<file path="config.mk">
export PLATFORM = sky130hd
export DESIGN_NAME = ucbrt_core
export DESIGN_NICKNAME = d
export VERILOG_FILES = /design/src/include/ucbrt_pkg.sv /design/src/logic/ucbrt_fifo.sv /design/src/logic/ucbrt_core.sv
export VERILOG_INCLUDE_DIRS = /design/src /design/src/include
export SDC_FILE = /design/constraint.sdc
export NUM_CORES = 1
export LEC_CHECK = 0
export BUFFER_PORTS_ARGS = -buffer_cell sky130_fd_sc_hd__buf_2
export CAP_MARGIN = 20
export CORE_MARGIN = 10
export CORE_UTILIZATION = 55
export CTS_CLUSTER_DIAMETER = 200
export DETAILED_ROUTE_END_ITERATION = 8
export HOLD_SLACK_MARGIN = 0.15
export PLACE_DENSITY = 0.69
export SKIP_CTS_REPAIR_TIMING = 1
export SLEW_MARGIN = 5
export SYNTH_ARGS = -nofsm -noshare
export SYNTH_HDL_FRONTEND = slang
export SYNTH_HIERARCHICAL = 1
export SYNTH_SLANG_ARGS = --single-unit
</file>
<file path="constraint.sdc">
create_clock -name clk -period 4.8 [get_ports clk]
set_input_delay 0.72 -clock clk [delete_from_list [all_inputs] [get_ports clk]]
set_output_delay 0.72 -clock clk [all_outputs]
set_load 0.005 [all_outputs]
</file>
<file path="src/include/ucbrt_defs.svh">
// Constants for the serial transceiver core: widths, bit positions, counts, reset values
`ifndef UCBRT_DEFS_SVH
`define UCBRT_DEFS_SVH

`define UCBRT_FIFO_DEPTH  16
`define UCBRT_RXE_W       12
`define UCBRT_LCR_W       7
`define UCBRT_IDIV_W      16
`define UCBRT_FDIV_W      6
`define UCBRT_CR_W        14
`define UCBRT_PIN_W       5
`define UCBRT_MDM_W       4

`define UCBRT_CR_EN       0
`define UCBRT_CR_SIR      1
`define UCBRT_CR_LBE      7
`define UCBRT_CR_TXE      8
`define UCBRT_CR_RXE      9
`define UCBRT_CR_DTR      10
`define UCBRT_CR_RTS      11
`define UCBRT_CR_OUT1     12
`define UCBRT_CR_OUT2     13

`define UCBRT_LCR_BRK     0
`define UCBRT_LCR_PEN     1
`define UCBRT_LCR_EPS     2
`define UCBRT_LCR_STP2    3
`define UCBRT_LCR_FEN     4
`define UCBRT_LCR_WLEN_LO 5
`define UCBRT_LCR_WLEN_HI 6

`define UCBRT_RX_FE       8
`define UCBRT_RX_PE       9
`define UCBRT_RX_BE       10
`define UCBRT_RX_OE       11

`define UCBRT_CHK_UART    4'h7
`define UCBRT_CHK_SIR     4'h3
`define UCBRT_SMP_A       4'h6
`define UCBRT_SMP_MID     4'h7
`define UCBRT_SMP_C       4'h8
`define UCBRT_BIT_LAST    4'hf

`define UCBRT_LCR_RST     7'h00
`define UCBRT_IDIV_RST    16'h0000
`define UCBRT_FDIV_RST    6'h00

`endif

</file>
<file path="src/include/ucbrt_pkg.sv">
// Types shared by the serial transceiver core: sequencer states and the core state record
`include "ucbrt_defs.svh"
package ucbrt_pkg;
    typedef enum logic [2:0] {TX_IDLE, TX_START, TX_DATA, TX_PAR, TX_STOP} ucbrt_tx_st_t;
    typedef enum logic [2:0] {RX_IDLE, RX_START, RX_DATA, RX_PAR, RX_STOP} ucbrt_rx_st_t;

    typedef struct packed {
        logic [`UCBRT_LCR_W-1:0]  lcr;
        logic [`UCBRT_IDIV_W-1:0] idiv;
        logic [`UCBRT_FDIV_W-1:0] fdiv;
        logic [`UCBRT_IDIV_W-1:0] bcnt;
        logic [`UCBRT_FDIV_W-1:0] facc;
        logic                     tick;
        logic [`UCBRT_PIN_W-1:0]  ps1;
        logic [`UCBRT_PIN_W-1:0]  ps2;
        logic [`UCBRT_PIN_W-1:0]  ps3;
        logic [`UCBRT_PIN_W-1:0]  pf;
        logic [`UCBRT_MDM_W-1:0]  mout;
        ucbrt_tx_st_t             tx_st;
        logic [3:0]               tx_cnt;
        logic [2:0]               tx_bit;
        logic [7:0]               tx_sh;
        logic                     tx_par;
        logic                     tx_sb;
        logic                     sout;
        ucbrt_rx_st_t             rx_st;
        logic [3:0]               rx_cnt;
        logic [2:0]               rx_bit;
        logic [7:0]               rx_sh;
        logic [1:0]               smp;
        logic                     rx_pb;
        logic                     rx_armed;
        logic                     ovr;
    } ucbrt_core_t;
endpackage : ucbrt_pkg

</file>
<file path="src/logic/ucbrt_fifo.sv">
// Word FIFO with valid/ready on both sides and a one-entry holding mode
module ucbrt_fifo #(
    parameter int W     = 8,
    parameter int DEPTH = 16
) (
    input  wire logic         clk,
    input  wire logic         sys_rst,
    input  wire logic         single,
    input  wire logic         in_valid,
    output logic              in_ready,
    input  wire logic [W-1:0] in_data,
    output logic              out_valid,
    input  wire logic         out_ready,
    output logic [W-1:0]      out_data
);
    // Pointers wrap naturally, so DEPTH must be a power of two
    localparam int AW = $clog2(DEPTH);
    localparam int CW = AW + 1;

    typedef struct packed {
        logic [DEPTH-1:0][W-1:0] mem;
        logic [AW-1:0]           wp;
        logic [AW-1:0]           rp;
        logic [CW-1:0]           cnt;
    } ucbrt_fifo_st_t;

    ucbrt_fifo_st_t s_q;
    ucbrt_fifo_st_t s_d;
    logic           push;
    logic           pop;

    // Holding mode only flags the bottom entry as space, storage stays physical
    assign in_ready  = single ? (s_q.cnt == '0) : (s_q.cnt != CW'(DEPTH));
    assign out_valid = (s_q.cnt != '0);
    assign out_data  = s_q.mem[s_q.rp];
    assign push      = in_valid & in_ready;
    assign pop       = out_valid & out_ready;

    always_comb begin
        s_d = s_q;
        if (push) begin
            s_d.mem[s_q.wp] = in_data;
            s_d.wp          = AW'(s_q.wp + 1'b1);
        end
        if (pop) begin
            s_d.rp = AW'(s_q.rp + 1'b1);
        end
        s_d.cnt = CW'(s_q.cnt + CW'(push) - CW'(pop));
        if (sys_rst) begin
            s_d = '0;
        end
    end

    always_ff @(posedge clk) begin
        s_q <= s_d;
    end
endmodule : ucbrt_fifo

</file>
<file path="src/logic/ucbrt_core.sv">
// Serial transceiver core: baud generator, transmit and receive sequencers, FIFOs, modem pins
// Functional notes
// - Divisor: 16-bit integer plus 6-bit fraction
// - Tick pulses average 16x baud, divided for bits
// - Separate 16-entry FIFOs, receive carries status
// - Enabled transmitter sends until FIFO empties
// - Busy spans FIFO contents and final stop bit
// - Three samples around middle, majority kept
// - Start checked at tick eight, four infrared
// - Data bits every sixteen ticks, then parity
// - Stop low flags framing; push word with flags
// - Entry: data, framing, parity, break, overrun
// - Full FIFO: set overrun, drop shifter word
// - Next stored word carries overrun, then clear
// - FIFOs off: one-entry holding, overrun on unread
// - FIFOs off: write passes to idle shifter
// - Loopback routes serial out into receiver
// - 29-bit line control loaded by one write
// - Modem pins meaningful in terminal or equipment role
module ucbrt_core #(
    parameter int FIFO_DEPTH = `UCBRT_FIFO_DEPTH
) (
    input  wire logic                     clk,
    input  wire logic                     sys_rst,
    input  wire logic [`UCBRT_CR_W-1:0]   control_reg,
    input  wire logic                     lcr_wr,
    input  wire logic [`UCBRT_LCR_W-1:0]  line_control_reg,
    input  wire logic [`UCBRT_IDIV_W-1:0] int_divisor_reg,
    input  wire logic [`UCBRT_FDIV_W-1:0] frac_divisor_reg,
    input  wire logic                     dce_mode,
    input  wire logic [7:0]               tx_data,
    input  wire logic                     tx_valid,
    output logic                          tx_ready,
    output logic [`UCBRT_RXE_W-1:0]       rx_data,
    output logic                          rx_valid,
    input  wire logic                     rx_ready,
    output logic                          busy,
    output ucbrt_pkg::ucbrt_tx_st_t       tx_phase,
    output ucbrt_pkg::ucbrt_rx_st_t       rx_phase,
    input  wire logic                     serial_in,
    output logic                          serial_out,
    input  wire logic                     cts_in_n,
    input  wire logic                     dsr_in_n,
    input  wire logic                     carrier_in_n,
    input  wire logic                     ring_in_n,
    output logic [`UCBRT_MDM_W-1:0]       modem_status,
    output logic                          rts_out_n,
    output logic                          dtr_out_n,
    output logic                          aux_out1_n,
    output logic                          aux_out2_n
);
    import ucbrt_pkg::*;

    ucbrt_core_t             s_q;
    ucbrt_core_t             s_d;
    logic                    en;
    logic                    txe;
    logic                    rxe;
    logic                    loopback_enable;
    logic                    brk;
    logic                    pen;
    logic                    eps;
    logic                    stp2;
    logic                    fen;
    logic [1:0]              wlen;
    logic [2:0]              last_bit;
    logic [7:0]              tx_md;
    logic                    txf_valid;
    logic                    txf_pop;
    logic [7:0]              txf_data;
    logic                    tx_end;
    logic                    rx_line;
    logic                    maj;
    logic [3:0]              chk;
    logic [7:0]              rx_word;
    logic                    rx_try;
    logic                    rxf_in_ready;
    logic [`UCBRT_RXE_W-1:0] rxf_in_data;
    logic [`UCBRT_PIN_W-1:0] agree;

    assign en       = control_reg[`UCBRT_CR_EN];
    assign txe      = control_reg[`UCBRT_CR_TXE];
    assign rxe      = control_reg[`UCBRT_CR_RXE];
    assign loopback_enable      = control_reg[`UCBRT_CR_LBE];
    assign chk      = control_reg[`UCBRT_CR_SIR] ? `UCBRT_CHK_SIR : `UCBRT_CHK_UART;
    assign brk      = s_q.lcr[`UCBRT_LCR_BRK];
    assign pen      = s_q.lcr[`UCBRT_LCR_PEN];
    assign eps      = s_q.lcr[`UCBRT_LCR_EPS];
    assign stp2     = s_q.lcr[`UCBRT_LCR_STP2];
    assign fen      = s_q.lcr[`UCBRT_LCR_FEN];
    assign wlen     = s_q.lcr[`UCBRT_LCR_WLEN_HI:`UCBRT_LCR_WLEN_LO];
    assign last_bit = 3'd4 + {1'b0, wlen};

    // Transmit FIFO; with FIFOs off its single entry drains straight into an idle shifter
    ucbrt_fifo #(.W(8), .DEPTH(FIFO_DEPTH)) u_txf (
        .clk       (clk),
        .sys_rst   (sys_rst),
        .single    (~fen),
        .in_valid  (tx_valid),
        .in_ready  (tx_ready),
        .in_data   (tx_data),
        .out_valid (txf_valid),
        .out_ready (txf_pop),
        .out_data  (txf_data)
    );

    assign txf_pop = (s_q.tx_st == TX_IDLE) & en & txe & txf_valid;
    assign tx_md   = txf_data & (8'hff >> (2'd3 - wlen));
    assign tx_end  = s_q.tick & (s_q.tx_cnt == `UCBRT_BIT_LAST);

    // Loopback takes the registered line directly, so no synchroniser delay
    assign rx_line = loopback_enable ? s_q.sout : s_q.pf[0];
    assign maj     = (s_q.smp[0] & s_q.smp[1]) | (s_q.smp[0] & rx_line)
                   | (s_q.smp[1] & rx_line);
    assign rx_word = s_q.rx_sh >> (2'd3 - wlen);
    assign rx_try  = (s_q.rx_st == RX_STOP) & s_q.tick & (s_q.rx_cnt == `UCBRT_SMP_C);

    // Break: all-zero word, parity and stop bit
    assign rxf_in_data[`UCBRT_RX_OE] = s_q.ovr;
    assign rxf_in_data[`UCBRT_RX_BE] = (rx_word == 8'h00) & ~maj & ~(pen & s_q.rx_pb);
    assign rxf_in_data[`UCBRT_RX_PE] = pen & (s_q.rx_pb ^ (^rx_word) ^ ~eps);
    assign rxf_in_data[`UCBRT_RX_FE] = ~maj;
    assign rxf_in_data[7:0]          = rx_word;

    ucbrt_fifo #(.W(`UCBRT_RXE_W), .DEPTH(FIFO_DEPTH)) u_rxf (
        .clk       (clk),
        .sys_rst   (sys_rst),
        .single    (~fen),
        .in_valid  (rx_try),
        .in_ready  (rxf_in_ready),
        .in_data   (rxf_in_data),
        .out_valid (rx_valid),
        .out_ready (rx_ready),
        .out_data  (rx_data)
    );

    assign agree = ~(s_q.ps2 ^ s_q.ps3);

    always_comb begin
        logic       carry;
        logic       line;
        carry = 1'b0;
        line  = 1'b1;
        s_d   = s_q;

        // Divisors only take effect with the line control write
        if (lcr_wr) begin
            s_d.lcr  = line_control_reg;
            s_d.idiv = int_divisor_reg;
            s_d.fdiv = frac_divisor_reg;
        end

        s_d.ps1  = {ring_in_n, carrier_in_n, dsr_in_n, cts_in_n, serial_in};
        s_d.ps2  = s_q.ps1;
        s_d.ps3  = s_q.ps2;
        s_d.pf   = (agree & s_q.ps2) | (~agree & s_q.pf);
        s_d.mout = ~{control_reg[`UCBRT_CR_OUT2], control_reg[`UCBRT_CR_OUT1],
                     control_reg[`UCBRT_CR_DTR], control_reg[`UCBRT_CR_RTS]};

        // Fraction accumulates; its carry stretches one tick period by a cycle
        s_d.tick = 1'b0;
        if (s_q.idiv == '0) begin
            s_d.bcnt = '0;
        end else if (s_q.bcnt == '0) begin
            {carry, s_d.facc} = s_q.facc + s_q.fdiv;
            s_d.bcnt = s_q.idiv - 16'h1 + {15'h0, carry};
            s_d.tick = 1'b1;
        end else begin
            s_d.bcnt = s_q.bcnt - 16'h1;
        end

        // Transmit: a started frame always completes, even if disabled meanwhile
        if (s_q.tx_st != TX_IDLE && s_q.tick) begin
            s_d.tx_cnt = s_q.tx_cnt + 4'h1;
        end
        unique case (s_q.tx_st)
            TX_IDLE: begin
                if (txf_pop) begin
                    s_d.tx_st  = TX_START;
                    s_d.tx_cnt = 4'h0;
                    s_d.tx_bit = 3'h0;
                    s_d.tx_sb  = 1'b0;
                    s_d.tx_sh  = tx_md;
                    s_d.tx_par = (^tx_md) ^ ~eps;
                end
            end
            TX_START: begin
                if (tx_end) s_d.tx_st = TX_DATA;
            end
            TX_DATA: begin
                if (tx_end) begin
                    s_d.tx_sh  = {1'b1, s_q.tx_sh[7:1]};
                    s_d.tx_bit = s_q.tx_bit + 3'h1;
                    if (s_q.tx_bit == last_bit) s_d.tx_st = pen ? TX_PAR : TX_STOP;
                end
            end
            TX_PAR: begin
                if (tx_end) s_d.tx_st = TX_STOP;
            end
            TX_STOP: begin
                if (tx_end) begin
                    if (stp2 && !s_q.tx_sb) s_d.tx_sb = 1'b1;
                    else s_d.tx_st = TX_IDLE;
                end
            end
            default: s_d.tx_st = TX_IDLE;
        endcase
        unique case (s_d.tx_st)
            TX_START: line = 1'b0;
            TX_DATA:  line = s_d.tx_sh[0];
            TX_PAR:   line = s_d.tx_par;
            default:  line = 1'b1;
        endcase
        s_d.sout = line & ~brk;

        // Receive
        if (s_q.rx_st != RX_IDLE && s_q.tick) begin
            s_d.rx_cnt = s_q.rx_cnt + 4'h1;
            if (s_q.rx_cnt == `UCBRT_SMP_A) s_d.smp[0] = rx_line;
            if (s_q.rx_cnt == `UCBRT_SMP_MID) s_d.smp[1] = rx_line;
        end
        unique case (s_q.rx_st)
            RX_IDLE: begin
                if (rx_line) begin
                    s_d.rx_armed = 1'b1;
                end else if (s_q.rx_armed && en && rxe) begin
                    s_d.rx_st    = RX_START;
                    s_d.rx_cnt   = 4'h0;
                    s_d.rx_bit   = 3'h0;
                    s_d.rx_armed = 1'b0;
                end
            end
            RX_START: begin
                if (s_q.tick && s_q.rx_cnt == chk && rx_line) begin
                    s_d.rx_st    = RX_IDLE;
                    s_d.rx_armed = 1'b1;
                end else if (s_q.tick && s_q.rx_cnt == `UCBRT_BIT_LAST) begin
                    s_d.rx_st = RX_DATA;
                end
            end
            RX_DATA: begin
                if (s_q.tick && s_q.rx_cnt == `UCBRT_SMP_C) s_d.rx_sh = {maj, s_q.rx_sh[7:1]};
                if (s_q.tick && s_q.rx_cnt == `UCBRT_BIT_LAST) begin
                    s_d.rx_bit = s_q.rx_bit + 3'h1;
                    if (s_q.rx_bit == last_bit) s_d.rx_st = pen ? RX_PAR : RX_STOP;
                end
            end
            RX_PAR: begin
                if (s_q.tick && s_q.rx_cnt == `UCBRT_SMP_C) s_d.rx_pb = maj;
                if (s_q.tick && s_q.rx_cnt == `UCBRT_BIT_LAST) s_d.rx_st = RX_STOP;
            end
            RX_STOP: begin
                // Leave at mid stop bit so the next start edge is not missed
                if (rx_try) begin
                    s_d.rx_st = RX_IDLE;
                    s_d.ovr   = ~rxf_in_ready;
                end
            end
            default: s_d.rx_st = RX_IDLE;
        endcase

        if (sys_rst) begin
            s_d      = '0;
            s_d.lcr  = `UCBRT_LCR_RST;
            s_d.idiv = `UCBRT_IDIV_RST;
            s_d.fdiv = `UCBRT_FDIV_RST;
            s_d.ps1  = '1;
            s_d.ps2  = '1;
            s_d.ps3  = '1;
            s_d.pf   = '1;
            s_d.mout = '1;
            s_d.sout = 1'b1;
        end
    end

    always_ff @(posedge clk) begin
        s_q <= s_d;
    end

    assign busy       = txf_valid | (s_q.tx_st != TX_IDLE);
    assign tx_phase   = s_q.tx_st;
    assign rx_phase   = s_q.rx_st;
    assign serial_out = s_q.sout;
    // Equipment role: pins read as peer request and terminal-ready only
    assign modem_status = dce_mode ? {2'b00, ~s_q.pf[2], ~s_q.pf[1]} : ~s_q.pf[4:1];
    assign rts_out_n  = s_q.mout[0];
    assign dtr_out_n  = s_q.mout[1];
    assign aux_out1_n = s_q.mout[2];
    assign aux_out2_n = s_q.mout[3];
endmodule : ucbrt_core

</file>
==> results summary <==
The run finished with clean final reports. The mean area per synthesized cell is 10.2 um2. The horizontal extent of the die came out at 221 um. The number of cells on the critical path is 16. After synthesis the cells add up to 22300 um2.

The initial detailed-routing violation count is 1108. The post-route clock period utilization is 80.1%. The number of distinct library cells after synthesis came out at 82. The maximum clock frequency is 260 MHz.

The count of placed standard cells in the final layout, fillers left out is 2752. From synthesis to final layout, the design area changed by 9.71%. The floorplan row count is 73. The final routed wire length divided by cell count is 18.6 um. In this design, the stage delay of the slowest critical-path cell is 0.46 ns.

The first TritonRoute pass finished after 5 iterations. Yosys mapped a number of flops with a built-in enable equal to 0. The top cell types in the final layout, fill and taps aside, are dfxtp_1, mux2i_1, nor2_1.

The final number of hold-violating endpoints is 0. The worst endpoint required time is 5.32 ns. The master of the slowest instance on the critical path is or3b_2. In this run the tool buffered the top-level ports with 86 buffer cells. The actual slew at the worst max-slew pin is 1.05 ns.

STA classifies the critical path endpoint as a register. The number of instances in the synthesized netlist came out at 2178. The relative slew slack came out at 30.3%.

The number of global-route vias before repair came out at 15500. The total congestion overflow is 0. In the routed layout, each cell is associated on average with a via count of 5.68. The clock latency on the worst-skew pair is 0.60 ns. The post-synthesis register bit count came out at 466. Max-cap violations in this run came to 0.

Across the routed clock network, the largest skew measured is 0.0119 ns. The worst setup slack before clock tree synthesis is 1.01 ns. The post-placement cell count is 2660. The TritonCTS sink count came out at 466. The maximum resistive drop on vdd came out at 0.000301 V. The wire length of the first global-routing pass is 83.4 mm. The area enclosed by the die boundary came out at 49000 um2. At the end of routability-driven placement, the weighted congestion stood at 0.798. The worst setup path is launched from a register. Across every metal layer, demand over resource in global routing totals 20.4%. The setup slack of the critical path after layout is 0.955 ns. The vertical die dimension came out at 221 um. The net total in the final layout came out at 2293. The setup path with the least slack is of type register to register. The data arrival time of the critical path came out at 4.36 ns. The number of endpoints failing setup at the final stage came out at 0. The maximum number of pins on one net before global-route repair is 157.

Traced cell by cell, the critical path runs through inv_1 > ha_1 > or3b_2 > or2_2 > and3_1 > and2_1 > o21ai_0 > inv_1 > ha_1 > inv_1 > ha_1 > fa_1 > a21oi_1 > nor2_1 > or3_1 > a21oi_1. The number of cells on the worst reg-to-reg path is 16. Leaving out fill and tap cells, the most frequent cell in the layout is dfxtp_1. The net count after synthesis came out at 2285. The cell sitting at the root of the clock tree is a clkbuf_16. The sequential area share after synthesis came out at 41.8%. Summed over all failing endpoints, the final setup total negative slack is 0 ns. In this run the deepest clock path goes through 3 buffers.

Counting the buffers created by CTS gives 49. The CTS tree is built. The shortest clock period the worst path allows after layout came out at 3.85 ns. The total area inside the core boundary comes to 39900 um2. CTS built an H-tree with a depth of 2. The number of antenna violations at the first check in global routing is 3. The clock-pin slew on the worst setup and hold paths is 0.06 ns. The power density over cell area came out at 415 nW/um2.

The initial core utilization came out at 55.9%. The path class of the tightest hold or removal check is input port to register. The total wire length is 51.3 mm. The routed via count is 15600. The proportion of layout cells with a drive suffix above 1 came out at 14.9%.

The cell leakage power is 0.00856 uW. Of all nets on the critical path, the largest fanout is 3. The share of synthesized flip-flops with an asynchronous set or reset is 0%. The cell family contributing the most delay on the critical path is simple AND/OR/NAND/NOR gates. The dominant register cell in the synthesized netlist is dfxtp_1.

The cell count of the worst hold path came out at 2. The register-to-register path setup slack is 0.95 ns. Once detailed placement completed, the half-perimeter wirelength came to 33.1 mm. The yosys synthesis warning count came out at 6. The number of buffer and inverter stages on the critical path came out at 3. The final count of pins violating max slew is 0. The post-detailed-route count of antenna-violating nets is 0.

The number of placed I/O pins is 92. Setup repair after global routing left no endpoint under its margin. The number of DRC violations after detailed routing is 0.
-- cells by family (layout without fill, tap and decap cells) --
group	count (synthesis)	count (layout)	share of synthesized area, %
buffers and inverters	218	266	4.84
other	0	1	0
and+or+nand+nor	653	653	12.9
adders and majority gates	46	46	2.67
muxes	496	496	24.6
DFF	466	466	41.8
xor gates and xnor gates	71	71	2.85
AOI/OAI and AO/OA	228	228	10.3
-- metrics by stage --
stage                     util [%]  hold WS [ns]  power (uW)  instance area [um2]
final                         61.3         0.280       10100                24500
after global routing          61.3         0.276       10600                24500
after CTS                     61.3         0.250       10200                24500
after detailed placement      57.2         0.394        6400                22800
after global placement        57.2         0.391        6350                22800
after floorplan                  -         0.389        6090                22300
-- Yosys cell counts (10+ instances only) --
master / n / area share, %
buf_2: 29 / 0.65
o21ai_0: 33 / 0.74
nor2_1: 443 / 7.5
nand3_1: 13 / 0.29
dfxtp_1: 466 / 42
nand2_1: 83 / 1.4
buf_6: 20 / 1.0
nor2b_1: 10 / 0.28
xor2_1: 29 / 1.1
a211oi_1: 16 / 0.54
a221oi_1: 41 / 1.6
a2111oi_4: 32 / 4.0
buf_4: 11 / 0.37
mux4_2: 40 / 4.0
a21oi_1: 36 / 0.81
ha_1: 42 / 2.4
mux2i_1: 451 / 20
a22oi_1: 26 / 0.88
nor3_1: 13 / 0.29
xnor2_1: 41 / 1.6
inv_1: 53 / 0.89
clkbuf_1: 94 / 1.6
or2_2: 21 / 0.59
-- registers in the layout, indices dropped and copies added, names as in the netlist, named ones only --
name / count
rxf_in_data: 1
aux_out2_n: 1
fen: 1
rts_out_n: 1
u_rxf/s_q: 205
pen: 1
dtr_out_n: 1
s_q: 99
u_txf/s_q: 141
eps: 1
brk: 1
aux_out1_n: 1
tx_phase: 3
serial_out: 1
rx_phase: 3
-- path summary, 6_finish.rpt --
| kind | start | endpoint |
|---|---|---|
| max reg2reg | u_txf/s_q[2] | u_txf/s_q[4] |
| max | u_txf/s_q[2] | u_txf/s_q[4] |
| min reg2reg | s_q[66] | s_q[61] |
| min | control_reg[13] | aux_out2_n |
-- power by group --
group	leakage [uW]	internal [uW]	switching, uW
Clock	0.000821	2270	1550
Sequential	0.00377	4030	230
Combinational	0.00396	845	1210
Total	0.00856	7150	3000
-- layer usage --
| layer | wire length, um | track usage [%] | vias to the layer above |
|---|---|---|---|
| li1 | - | - | 7637 |
| met1 | 23100 | 25.9 | 7617 |
| met2 | 24800 | 34.5 | 300 |
| met3 | 2400 | 3.85 | 67 |
| met4 | 989 | 5.86 | 4 |
| met5 | 28 | 0 | - |
-- layout make-up --
| class | instances | area, um2 |
|---|---|---|
| Antenna cell | 1 | 2.50 |
| Clock buffer | 76 | 1510 |
| Clock inverter | 15 | 129 |
| Fill cell | 3245 | 15500 |
| Inverter | 54 | 203 |
| Multi-Input combinational cell | 1494 | 11900 |
| Sequential cell | 466 | 9330 |
| Tap cell | 525 | 657 |
| Timing Repair Buffer | 121 | 728 |
No activity file was read; power rests on OpenSTA's default activity.
